[src/design/dac_cmp_consts.svh]
`ifndef DAC_CMP_CONSTS_SVH
`define DAC_CMP_CONSTS_SVH

// Register byte offsets (word aligned)
`define REG_CTRL       6'h00
`define REG_DAC_A      6'h04
`define REG_DAC_B      6'h08
`define REG_CMP_A      6'h0C
`define REG_CMP_B      6'h10
`define REG_STATUS     6'h14
`define REG_MASK       6'h18
`define REG_LEVEL      6'h1C

// Control register fields
`define CTRL_DAC_A_ON  0
`define CTRL_DAC_B_ON  1
`define CTRL_BUF_A_ON  2
`define CTRL_BUF_B_ON  3
`define CTRL_DAC_STOP  4
`define CTRL_CMP_STOP  5
`define CTRL_SYNC_UPD  6
`define CTRL_WAKE_A    8
`define CTRL_WAKE_B    9
`define CTRL_RESET     10'h030

// Comparator config fields
`define CMPF_PLUS_LO   0
`define CMPF_MINUS_LO  2
`define CMPF_SPEED     5
`define CMPF_DEADBAND  6
`define CMPF_ON        7
`define CMPF_ROUTE_PIN 8
`define CMPF_ROUTE_TMR 9
`define CMPF_WIDTH     10

// Safe select codes
`define PLUS_FIRST     2'h1
`define MINUS_FIRST    3'h1
`define CMP_RESET      10'h005

// Converter code width and full scale divisor
`define DAC_BITS       10
`define DAC_FULL_SCALE 1024

// Status / event bit positions
`define EV_A_RISE      0
`define EV_B_RISE      1
`define EV_A_FALL      2
`define EV_B_FALL      3
`define EV_BITS        4

`endif

[src/design/dac_cmp_pkg.sv]
package dac_cmp_pkg;
  // Converter code
  typedef logic [9:0] dac_code_t;
  // Comparator plus select
  typedef logic [1:0] plus_sel_t;
  // Comparator minus select
  typedef logic [2:0] minus_sel_t;
  // Bus slave states
  typedef enum logic [1:0] {
    BUS_IDLE = 2'b01,
    BUS_ACK  = 2'b10
  } bus_state_t;
endpackage

[src/design/cmp_result_sync.sv]
`timescale 1ns/1ns
// Two-flop synchroniser with edge detection on the settled copy
module cmp_result_sync (
  // Clock and reset
  input  wire logic clk,
  input  wire logic rst_b,
  // Raw comparator level
  input  wire logic rawIn,
  // Synchronised level and edges
  output logic      level,
  output logic      rise,
  output logic      fall
);
  logic stage1;   // Only read by stage two
  logic stage2;   // Settled copy
  logic stage3;   // Previous settled value

  // Shift chain
  always_ff @(posedge clk) begin
    if (!rst_b) begin
      stage1 <= 1'b0;
      stage2 <= 1'b0;
      stage3 <= 1'b0;
    end else begin
      stage1 <= rawIn;
      stage2 <= stage1;
      stage3 <= stage2;
    end
  end

  // Edge pulses from settled copies only
  assign level = stage2;
  assign rise  = stage2 & ~stage3;
  assign fall  = ~stage2 & stage3;
endmodule

[src/design/cmp_select_guard.sv]
`timescale 1ns/1ns
`include "dac_cmp_consts.svh"
// Replaces illegal all-zero select codes with the first source
module cmp_select_guard
  import dac_cmp_pkg::*;
(
  // Requested codes
  input  wire dac_cmp_pkg::plus_sel_t  plusIn,
  input  wire dac_cmp_pkg::minus_sel_t minusIn,
  // Guarded codes
  output dac_cmp_pkg::plus_sel_t       plusOut,
  output dac_cmp_pkg::minus_sel_t      minusOut
);
  // Plus code 11 is also undefined; fall back to first source
  assign plusOut  = (plusIn == 2'h0 || plusIn == 2'h3) ? `PLUS_FIRST : plusIn;
  assign minusOut = (minusIn == 3'h0) ? `MINUS_FIRST : minusIn;
endmodule

[src/design/dac_comparator_control.sv]
// The register offsets and the Wishbone interface to the registers were left to the implementer.
`timescale 1ns/1ns
`include "dac_cmp_consts.svh"
module dac_comparator_control
  import dac_cmp_pkg::*;
(
  // Clock and reset
  input  wire logic                   clk,
  input  wire logic                   rst_b,
  // Wishbone classic slave
  input  wire logic                   wb_cyc_i,
  input  wire logic                   wb_stb_i,
  input  wire logic                   wb_we_i,
  input  wire logic [5:0]             wb_adr_i,
  input  wire logic [3:0]             wb_sel_i,
  input  wire logic [31:0]            wb_dat_i,
  output logic [31:0]                 wb_dat_o,
  output logic                        wb_ack_o,
  // Converter macro pins
  output logic                        dac_a_on_n,
  output logic                        dac_b_on_n,
  output logic                        dac_a_buf_on_n,
  output logic                        dac_b_buf_on_n,
  output logic                        dac_stop,
  output dac_cmp_pkg::dac_code_t      dac_a_code,
  output dac_cmp_pkg::dac_code_t      dac_b_code,
  // External simultaneous update trigger
  input  wire logic                   dacTrigger,
  // Comparator macro pins
  output dac_cmp_pkg::plus_sel_t      cmp_a_plus_select,
  output dac_cmp_pkg::plus_sel_t      cmp_b_plus_select,
  output dac_cmp_pkg::minus_sel_t     cmp_a_minus_select,
  output dac_cmp_pkg::minus_sel_t     cmp_b_minus_select,
  output logic                        cmp_a_speed_select,
  output logic                        cmp_b_speed_select,
  output logic                        cmp_a_deadband_on,
  output logic                        cmp_b_deadband_on,
  output logic                        cmp_a_on_n,
  output logic                        cmp_b_on_n,
  output logic                        cmp_stop,
  input  wire logic                   cmp_a_result,
  input  wire logic                   cmp_b_result,
  // Routed results
  output logic                        cmpAPin,
  output logic                        cmpBPin,
  output logic                        cmpATimer,
  output logic                        cmpBTimer,
  // Wake and interrupt
  output logic                        wakeRequest,
  output logic                        irq
);
  import dac_cmp_pkg::*;

  // Software registers
  logic [9:0]            ctrl;        // Enables, stops, update mode, wake enables
  dac_code_t             dacAStage;   // Staged code, converter A
  dac_code_t             dacBStage;   // Staged code, converter B
  logic [`CMPF_WIDTH-1:0] cmpACfg;    // Comparator A configuration
  logic [`CMPF_WIDTH-1:0] cmpBCfg;    // Comparator B configuration
  logic [`EV_BITS-1:0]   status;      // Sticky edge events
  logic [`EV_BITS-1:0]   mask;        // Interrupt mask, 1 passes

  // Bus handshake
  bus_state_t            busState;
  logic                  access;      // New request this cycle
  logic                  wrAccess;    // Write taken this cycle
  logic [31:0]           wrMask;      // Byte lanes as bit mask
  logic [31:0]           next_rdData; // Read mux

  // Synchronised comparator levels and edges
  logic                  levelA;
  logic                  levelB;
  logic                  riseA;
  logic                  riseB;
  logic                  fallA;
  logic                  fallB;
  logic [`EV_BITS-1:0]   events;

  // Guarded select codes
  plus_sel_t             plusA;
  plus_sel_t             plusB;
  minus_sel_t            minusA;
  minus_sel_t            minusB;

  // Converter update strobes
  logic                  loadA;
  logic                  loadB;

  // Request taken only from idle, so each request acks once
  assign access   = wb_cyc_i & wb_stb_i & (busState == BUS_IDLE);
  assign wrAccess = access & wb_we_i;
  assign wrMask   = {{8{wb_sel_i[3]}}, {8{wb_sel_i[2]}}, {8{wb_sel_i[1]}}, {8{wb_sel_i[0]}}};

  // Slave state: ack one cycle after request, then a gap
  always_ff @(posedge clk) begin
    if (!rst_b) begin
      busState <= BUS_IDLE;
    end else begin
      unique case (busState)
        BUS_IDLE: begin
          if (access) begin
            busState <= BUS_ACK;
          end
        end
        BUS_ACK: begin
          busState <= BUS_IDLE;
        end
        default: begin
          busState <= BUS_IDLE;
        end
      endcase
    end
  end

  // Ack marks the answer cycle
  assign wb_ack_o = (busState == BUS_ACK);

  // Control register write
  always_ff @(posedge clk) begin
    if (!rst_b) begin
      ctrl <= `CTRL_RESET;
    end else if (wrAccess && wb_adr_i == `REG_CTRL) begin
      ctrl <= (ctrl & ~wrMask[9:0]) | (wb_dat_i[9:0] & wrMask[9:0]);
    end
  end

  // Staged converter codes
  always_ff @(posedge clk) begin
    if (!rst_b) begin
      dacAStage <= '0;
      dacBStage <= '0;
    end else if (wrAccess) begin
      if (wb_adr_i == `REG_DAC_A) begin
        dacAStage <= (dacAStage & ~wrMask[9:0]) | (wb_dat_i[9:0] & wrMask[9:0]);
      end
      if (wb_adr_i == `REG_DAC_B) begin
        dacBStage <= (dacBStage & ~wrMask[9:0]) | (wb_dat_i[9:0] & wrMask[9:0]);
      end
    end
  end

  // Comparator configuration, safe codes after reset
  always_ff @(posedge clk) begin
    if (!rst_b) begin
      cmpACfg <= `CMP_RESET;
      cmpBCfg <= `CMP_RESET;
    end else if (wrAccess) begin
      if (wb_adr_i == `REG_CMP_A) begin
        cmpACfg <= (cmpACfg & ~wrMask[9:0]) | (wb_dat_i[9:0] & wrMask[9:0]);
      end
      if (wb_adr_i == `REG_CMP_B) begin
        cmpBCfg <= (cmpBCfg & ~wrMask[9:0]) | (wb_dat_i[9:0] & wrMask[9:0]);
      end
    end
  end

  // Interrupt mask
  always_ff @(posedge clk) begin
    if (!rst_b) begin
      mask <= '0;
    end else if (wrAccess && wb_adr_i == `REG_MASK && wb_sel_i[0]) begin
      mask <= wb_dat_i[`EV_BITS-1:0];
    end
  end

  // Sticky status; a new event beats a write-one clear
  always_ff @(posedge clk) begin
    if (!rst_b) begin
      status <= '0;
    end else if (wrAccess && wb_adr_i == `REG_STATUS && wb_sel_i[0]) begin
      status <= (status & ~wb_dat_i[`EV_BITS-1:0]) | events;
    end else begin
      status <= status | events;
    end
  end

  // Read mux; unmapped offsets read zero but still ack
  always_comb begin
    next_rdData = 32'h0000_0000;
    unique case (wb_adr_i)
      `REG_CTRL:   next_rdData[9:0] = ctrl;
      `REG_DAC_A:  next_rdData[9:0] = dacAStage;
      `REG_DAC_B:  next_rdData[9:0] = dacBStage;
      `REG_CMP_A:  next_rdData[9:0] = cmpACfg;
      `REG_CMP_B:  next_rdData[9:0] = cmpBCfg;
      `REG_STATUS: next_rdData[`EV_BITS-1:0] = status;
      `REG_MASK:   next_rdData[`EV_BITS-1:0] = mask;
      `REG_LEVEL:  next_rdData[1:0] = {levelB, levelA};
      default:     next_rdData = 32'h0000_0000;
    endcase
  end

  // Read data captured with the request, valid during ack
  always_ff @(posedge clk) begin
    if (!rst_b) begin
      wb_dat_o <= 32'h0000_0000;
    end else if (access) begin
      wb_dat_o <= next_rdData;
    end
  end

  // Converter load: immediate per channel, or both on trigger
  assign loadA = ctrl[`CTRL_SYNC_UPD] ? dacTrigger : 1'b1;
  assign loadB = ctrl[`CTRL_SYNC_UPD] ? dacTrigger : 1'b1;

  // Converter codes held in flops; analog scale is code/1024
  always_ff @(posedge clk) begin
    if (!rst_b) begin
      dac_a_code <= '0;
      dac_b_code <= '0;
    end else begin
      if (loadA) begin
        dac_a_code <= dacAStage;
      end
      if (loadB) begin
        dac_b_code <= dacBStage;
      end
    end
  end

  // Converter enables, inverted to active low
  always_ff @(posedge clk) begin
    if (!rst_b) begin
      dac_a_on_n     <= 1'b1;
      dac_b_on_n     <= 1'b1;
      dac_a_buf_on_n <= 1'b1;
      dac_b_buf_on_n <= 1'b1;
      dac_stop       <= 1'b1;
    end else begin
      dac_a_on_n     <= ~ctrl[`CTRL_DAC_A_ON];
      dac_b_on_n     <= ~ctrl[`CTRL_DAC_B_ON];
      dac_a_buf_on_n <= ~ctrl[`CTRL_BUF_A_ON];
      dac_b_buf_on_n <= ~ctrl[`CTRL_BUF_B_ON];
      dac_stop       <= ctrl[`CTRL_DAC_STOP];
    end
  end

  // Keep select codes legal whatever software wrote
  cmp_select_guard guardA (
    .plusIn   (cmpACfg[`CMPF_PLUS_LO +: 2]),
    .minusIn  (cmpACfg[`CMPF_MINUS_LO +: 3]),
    .plusOut  (plusA),
    .minusOut (minusA)
  );

  cmp_select_guard guardB (
    .plusIn   (cmpBCfg[`CMPF_PLUS_LO +: 2]),
    .minusIn  (cmpBCfg[`CMPF_MINUS_LO +: 3]),
    .plusOut  (plusB),
    .minusOut (minusB)
  );

  // Comparator macro controls, all registered
  always_ff @(posedge clk) begin
    if (!rst_b) begin
      cmp_a_plus_select  <= `PLUS_FIRST;
      cmp_b_plus_select  <= `PLUS_FIRST;
      cmp_a_minus_select <= `MINUS_FIRST;
      cmp_b_minus_select <= `MINUS_FIRST;
      cmp_a_speed_select <= 1'b0;
      cmp_b_speed_select <= 1'b0;
      cmp_a_deadband_on  <= 1'b0;
      cmp_b_deadband_on  <= 1'b0;
      cmp_a_on_n         <= 1'b1;
      cmp_b_on_n         <= 1'b1;
      cmp_stop           <= 1'b1;
    end else begin
      cmp_a_plus_select  <= plusA;
      cmp_b_plus_select  <= plusB;
      cmp_a_minus_select <= minusA;
      cmp_b_minus_select <= minusB;
      cmp_a_speed_select <= cmpACfg[`CMPF_SPEED];
      cmp_b_speed_select <= cmpBCfg[`CMPF_SPEED];
      cmp_a_deadband_on  <= cmpACfg[`CMPF_DEADBAND];
      cmp_b_deadband_on  <= cmpBCfg[`CMPF_DEADBAND];
      cmp_a_on_n         <= ~cmpACfg[`CMPF_ON];
      cmp_b_on_n         <= ~cmpBCfg[`CMPF_ON];
      cmp_stop           <= ctrl[`CTRL_CMP_STOP];
    end
  end

  // Results are asynchronous to clk; sync before any use
  cmp_result_sync syncA (
    .clk   (clk),
    .rst_b (rst_b),
    .rawIn (cmp_a_result),
    .level (levelA),
    .rise  (riseA),
    .fall  (fallA)
  );

  cmp_result_sync syncB (
    .clk   (clk),
    .rst_b (rst_b),
    .rawIn (cmp_b_result),
    .level (levelB),
    .rise  (riseB),
    .fall  (fallB)
  );

  // Events only count while the comparator is powered
  assign events = {fallB & ~cmp_b_on_n, fallA & ~cmp_a_on_n,
                   riseB & ~cmp_b_on_n, riseA & ~cmp_a_on_n};

  // Routing to pin and timers, gated by route enables
  always_ff @(posedge clk) begin
    if (!rst_b) begin
      cmpAPin   <= 1'b0;
      cmpBPin   <= 1'b0;
      cmpATimer <= 1'b0;
      cmpBTimer <= 1'b0;
    end else begin
      cmpAPin   <= levelA & cmpACfg[`CMPF_ROUTE_PIN];
      cmpBPin   <= levelB & cmpBCfg[`CMPF_ROUTE_PIN];
      cmpATimer <= levelA & cmpACfg[`CMPF_ROUTE_TMR];
      cmpBTimer <= levelB & cmpBCfg[`CMPF_ROUTE_TMR];
    end
  end

  // Wake request: level, held high while the result stays high
  always_ff @(posedge clk) begin
    if (!rst_b) begin
      wakeRequest <= 1'b0;
    end else begin
      wakeRequest <= (levelA & ctrl[`CTRL_WAKE_A] & ~cmp_a_on_n) |
                     (levelB & ctrl[`CTRL_WAKE_B] & ~cmp_b_on_n);
    end
  end

  // Level interrupt from unmasked sticky bits
  assign irq = |(status & mask);
endmodule

[config.mk]
export PLATFORM = sky130hd
export DESIGN_NAME = dac_comparator_control
export DESIGN_NICKNAME = d
export VERILOG_FILES = /design/src/design/dac_cmp_pkg.sv /design/src/design/cmp_result_sync.sv /design/src/design/cmp_select_guard.sv /design/src/design/dac_comparator_control.sv
export VERILOG_INCLUDE_DIRS = /design/src /design/src/design
export SDC_FILE = /design/constraint.sdc
export NUM_CORES = 1
export LEC_CHECK = 0
export ABC_AREA = 1
export BUFFER_PORTS_ARGS = -buffer_cell sky130_fd_sc_hd__buf_2
export CORE_MARGIN = 2
export CORE_UTILIZATION = 50
export CTS_BUF_LIST = sky130_fd_sc_hd__clkbuf_8
export CTS_CLUSTER_DIAMETER = 120
export DETAILED_ROUTE_END_ITERATION = 6
export PLACE_DENSITY = 0.77
export SYNTH_ARGS = -nofsm -noshare
export SYNTH_HDL_FRONTEND = slang
export SYNTH_SLANG_ARGS = --single-unit
[constraint.sdc]
create_clock -name clk -period 3.1 [get_ports clk]
set_clock_uncertainty 0.15 [all_clocks]
set_input_delay 0.31 -clock clk [delete_from_list [all_inputs] [get_ports clk]]
set_output_delay 0.31 -clock clk [all_outputs]
set_load 0.02 [all_outputs]
==> flow_metrics.env <==
export IMPL_status="finished clean"
export IMPL_cp_num_buf_inv=0
export IMPL_ys_ff_latch=123
export IMPL_p_leak_nw=2.71
export IMPL_clk_pin_slew_worst_paths_ns=0.07
export IMPL_switching_share_pct=25.0
export IMPL_num_nets_final=747
export IMPL_die_area_mm2=0.0106
export IMPL_power_w=0.00316
export IMPL_synth_cells=610
export IMPL_period_needed_ns=1.94
export IMPL_via_per_inst=5.11
export IMPL_cp_arrival_ns=2.14
export IMPL_synth_edf_count=0
export IMPL_grt_max_degree=93
export IMPL_synth_area_per_cell_um2=7.99
export IMPL_slowest_delay_ns=0.38
export IMPL_ys_types=29
export IMPL_first_iter_violations=372
export IMPL_die_y_um=103
export IMPL_final_core_util_pct=59.5
export IMPL_synthFlopType="dfxtp_1"
export IMPL_cts_buffers_inserted=17
export IMPL_antenna_left=0
export IMPL_cts_root_buf="clkbuf_8"
export IMPL_cp_end_kind="flop"
export IMPL_rsz0062_at_grt="no"
export IMPL_antenna_cells=0
export IMPL_path_class="flop to flop"
export IMPL_grt_antenna_before_repair=0
export IMPL_fp_row_count=36
export IMPL_crit_path_cell_trace="nand4_4 > nor2_8 > nand2_4 > nor2_4 > o21ai_0 > a21oi_1"
export IMPL_dp_hpwl_um=8520
export IMPL_fmax_mhz=516
export IMPL_drc=0
export IMPL_worst_slew_pin_transition_ns=0.791
export IMPL_min_period_over_period_pct=62.5
export IMPL_portBuffers=84
export IMPL_wl_per_cell_um=14.5
export IMPL_die_w_um=103
export IMPL_power_internal_w=0.00237
export IMPL_critPathRequiredTime_ns=3.30
export IMPL_p_sw_w=0.000788
export IMPL_yosysWarnings=0
export IMPL_h_tree_depth=4
export IMPL_gp_congestion=0.888
export IMPL_cts_sinks=123
export IMPL_power_density_mw_per_mm2=550
export IMPL_start_util_pct=50.6
export IMPL_start_kind="flop"
export IMPL_area_growth_pct=17.6
export IMPL_hp_class="primary input to flop"
export IMPL_clk_path_buf_depth=2
export IMPL_routed_wl_um=12200
export IMPL_track_usage_pct=23.5
export IMPL_share_clk_of_total_power_pct=44.2
export IMPL_crit_slowest_cell="dfxtp_1"
export IMPL_cp_max_fo=16
export IMPL_insertion_delay_ns=0.42
export IMPL_finalSetupTns_ns=0
export IMPL_slew_headroom_pct=47.2
export IMPL_crit_family="simple AND/OR/NAND/NOR gates"
export IMPL_synthesis_area_mm2=0.00487
export IMPL_dr_pass1_iters=6
export IMPL_drive_gt1_share_pct=20.4
export IMPL_grt_pass1_vias=3821
export IMPL_slew_violations=0
export IMPL_seqPwrFrac_pct=50.6
export IMPL_p_comb_share_pct=5.3
export IMPL_grt_overflow_total=0
export IMPL_core_area_mm2=0.00964
export IMPL_maxCapViolCount=0
export IMPL_async_flop_share_pct=0
export IMPL_setup_viol=0
export IMPL_vias=4304
export IMPL_tritoncts="built"
export IMPL_hold_viol_final=0
export IMPL_ios=131
export IMPL_grt_pass1_wl_um=18800
export IMPL_nFillCells=936
export IMPL_irDropWorstVdd_uv=296
export IMPL_synth_seq_area_share_pct=50.5
==> layout by cell type, fill, tap and decap left out, drive strengths merged, types with 6 or more instances in the layout <==
| master | count |
|---|---|
| clkbuf | 18 |
| buf | 88 |
| inv | 72 |
| o211ai | 6 |
| conb | 22 |
| nand2 | 85 |
| a211oi | 8 |
| dlygate4sd3 | 6 |
| a21oi | 64 |
| nor2 | 82 |
| dfxtp | 123 |
| o21ai | 75 |
| nand4 | 16 |
| nand3 | 25 |
==> cells in the mapped netlist (3+ instances only) <==
cell	n	area [um2]
dfxtp_1	123	2460
nand2_1	82	308
o21ai_0	73	365
nor2_1	69	259
a21oi_1	64	320
inv_1	62	233
buf_4	25	188
nand3_1	24	120
clkbuf_1	16	60.1
nand4_1	15	93.8
nor2_4	9	101
a211oi_1	6	45.0
inv_2	6	22.5
o211ai_1	6	45.0
buf_2	4	20.0
o22ai_1	4	25.0
a31oi_1	3	18.8
==> worst register-to-register path, cell delays in order, from the launching register on <==
cell,delay [ns]
dfxtp_1,0.38
nand4_4,0.27
nor2_8,0.23
nand2_4,0.17
nor2_4,0.35
o21ai_0,0.15
a21oi_1,0.17
==> timing repair <==
| action | CTS | global route |
|---|---|---|
| hold buffers | 6 | 0 |
| setup endpoints to repair | 0 | 0 |
| buffers inserted | 0 | 0 |
| resized for setup | 0 | 0 |
| hold endpoints to repair | 8 | 0 |
==> power by group through the flow <==
stage | registers [W] | logic [W] | clock network, W
after CTS | 0.00160 | 0.000165 | 0.00141
after global placement | 0.00163 | 0.000156 | 0
after floorplan | 0.00164 | 0.000120 | 0
final | 0.00160 | 0.000167 | 0.00139
after global routing | 0.00160 | 0.000182 | 0.00149
after detailed placement | 0.00163 | 0.000158 | 0
==> per-stage QoR <==
step	cell area, um2	cells	hold WS (ns)	setup slack (ns)
floorplan	4950	631	0.218	1.65
CTS	5730	843	0.0575	1.18
detailed placement	5280	805	0.250	0.858
global route	5730	843	0.0717	0.994
global placement	5280	805	0.246	0.917
finish	5730	843	0.0776	1.16
==> cell families (layout without fill, tap and decap cells) <==
| logic type | Yosys count | in the layout | synth area share, % |
|---|---|---|---|
| simple gates | 210 | 210 | 20.6 |
| other cells | 1 | 22 | 0.0769 |
| buf+inv | 116 | 195 | 11.3 |
| compound gates | 160 | 160 | 17.5 |
| flops | 123 | 123 | 50.5 |
==> metal layers <==
| metal | vias up | global-route usage, % | part of all wire [%] | wire length (um) |
|---|---|---|---|---|
| met4 | 0 | 7.19 | 1.6 | 190 |
| met5 | - | 0 | 0 | 0 |
| met3 | 18 | 5.56 | 6.2 | 752 |
| met2 | 166 | 37.4 | 47 | 5740 |
| met1 | 1982 | 31.9 | 45 | 5520 |
| li1 | 2138 | - | - | - |
==> worst paths after layout <==
path                      from  slack [ns]           to  cells after the start
setup / recovery   busState[0]        1.16         flop                      6
hold / removal     wb_dat_i[9]        0.08         flop                      3
setup reg to reg   busState[0]        1.16         flop                      6
hold reg to reg   syncA.stage1        0.26  syncA.level                      2
==> cell type report <==
type	count	area (um2)	area share, %
clock buffers	18	248	4.32
clock inverters	14	146	2.55
inverters	69	259	4.52
multi-input cells	392	1940	33.9
flip-flops and latches	123	2460	42.9
well taps	133	166	2.90
repair buffers	94	510	8.90
Power figures use the tool's default switching activity.
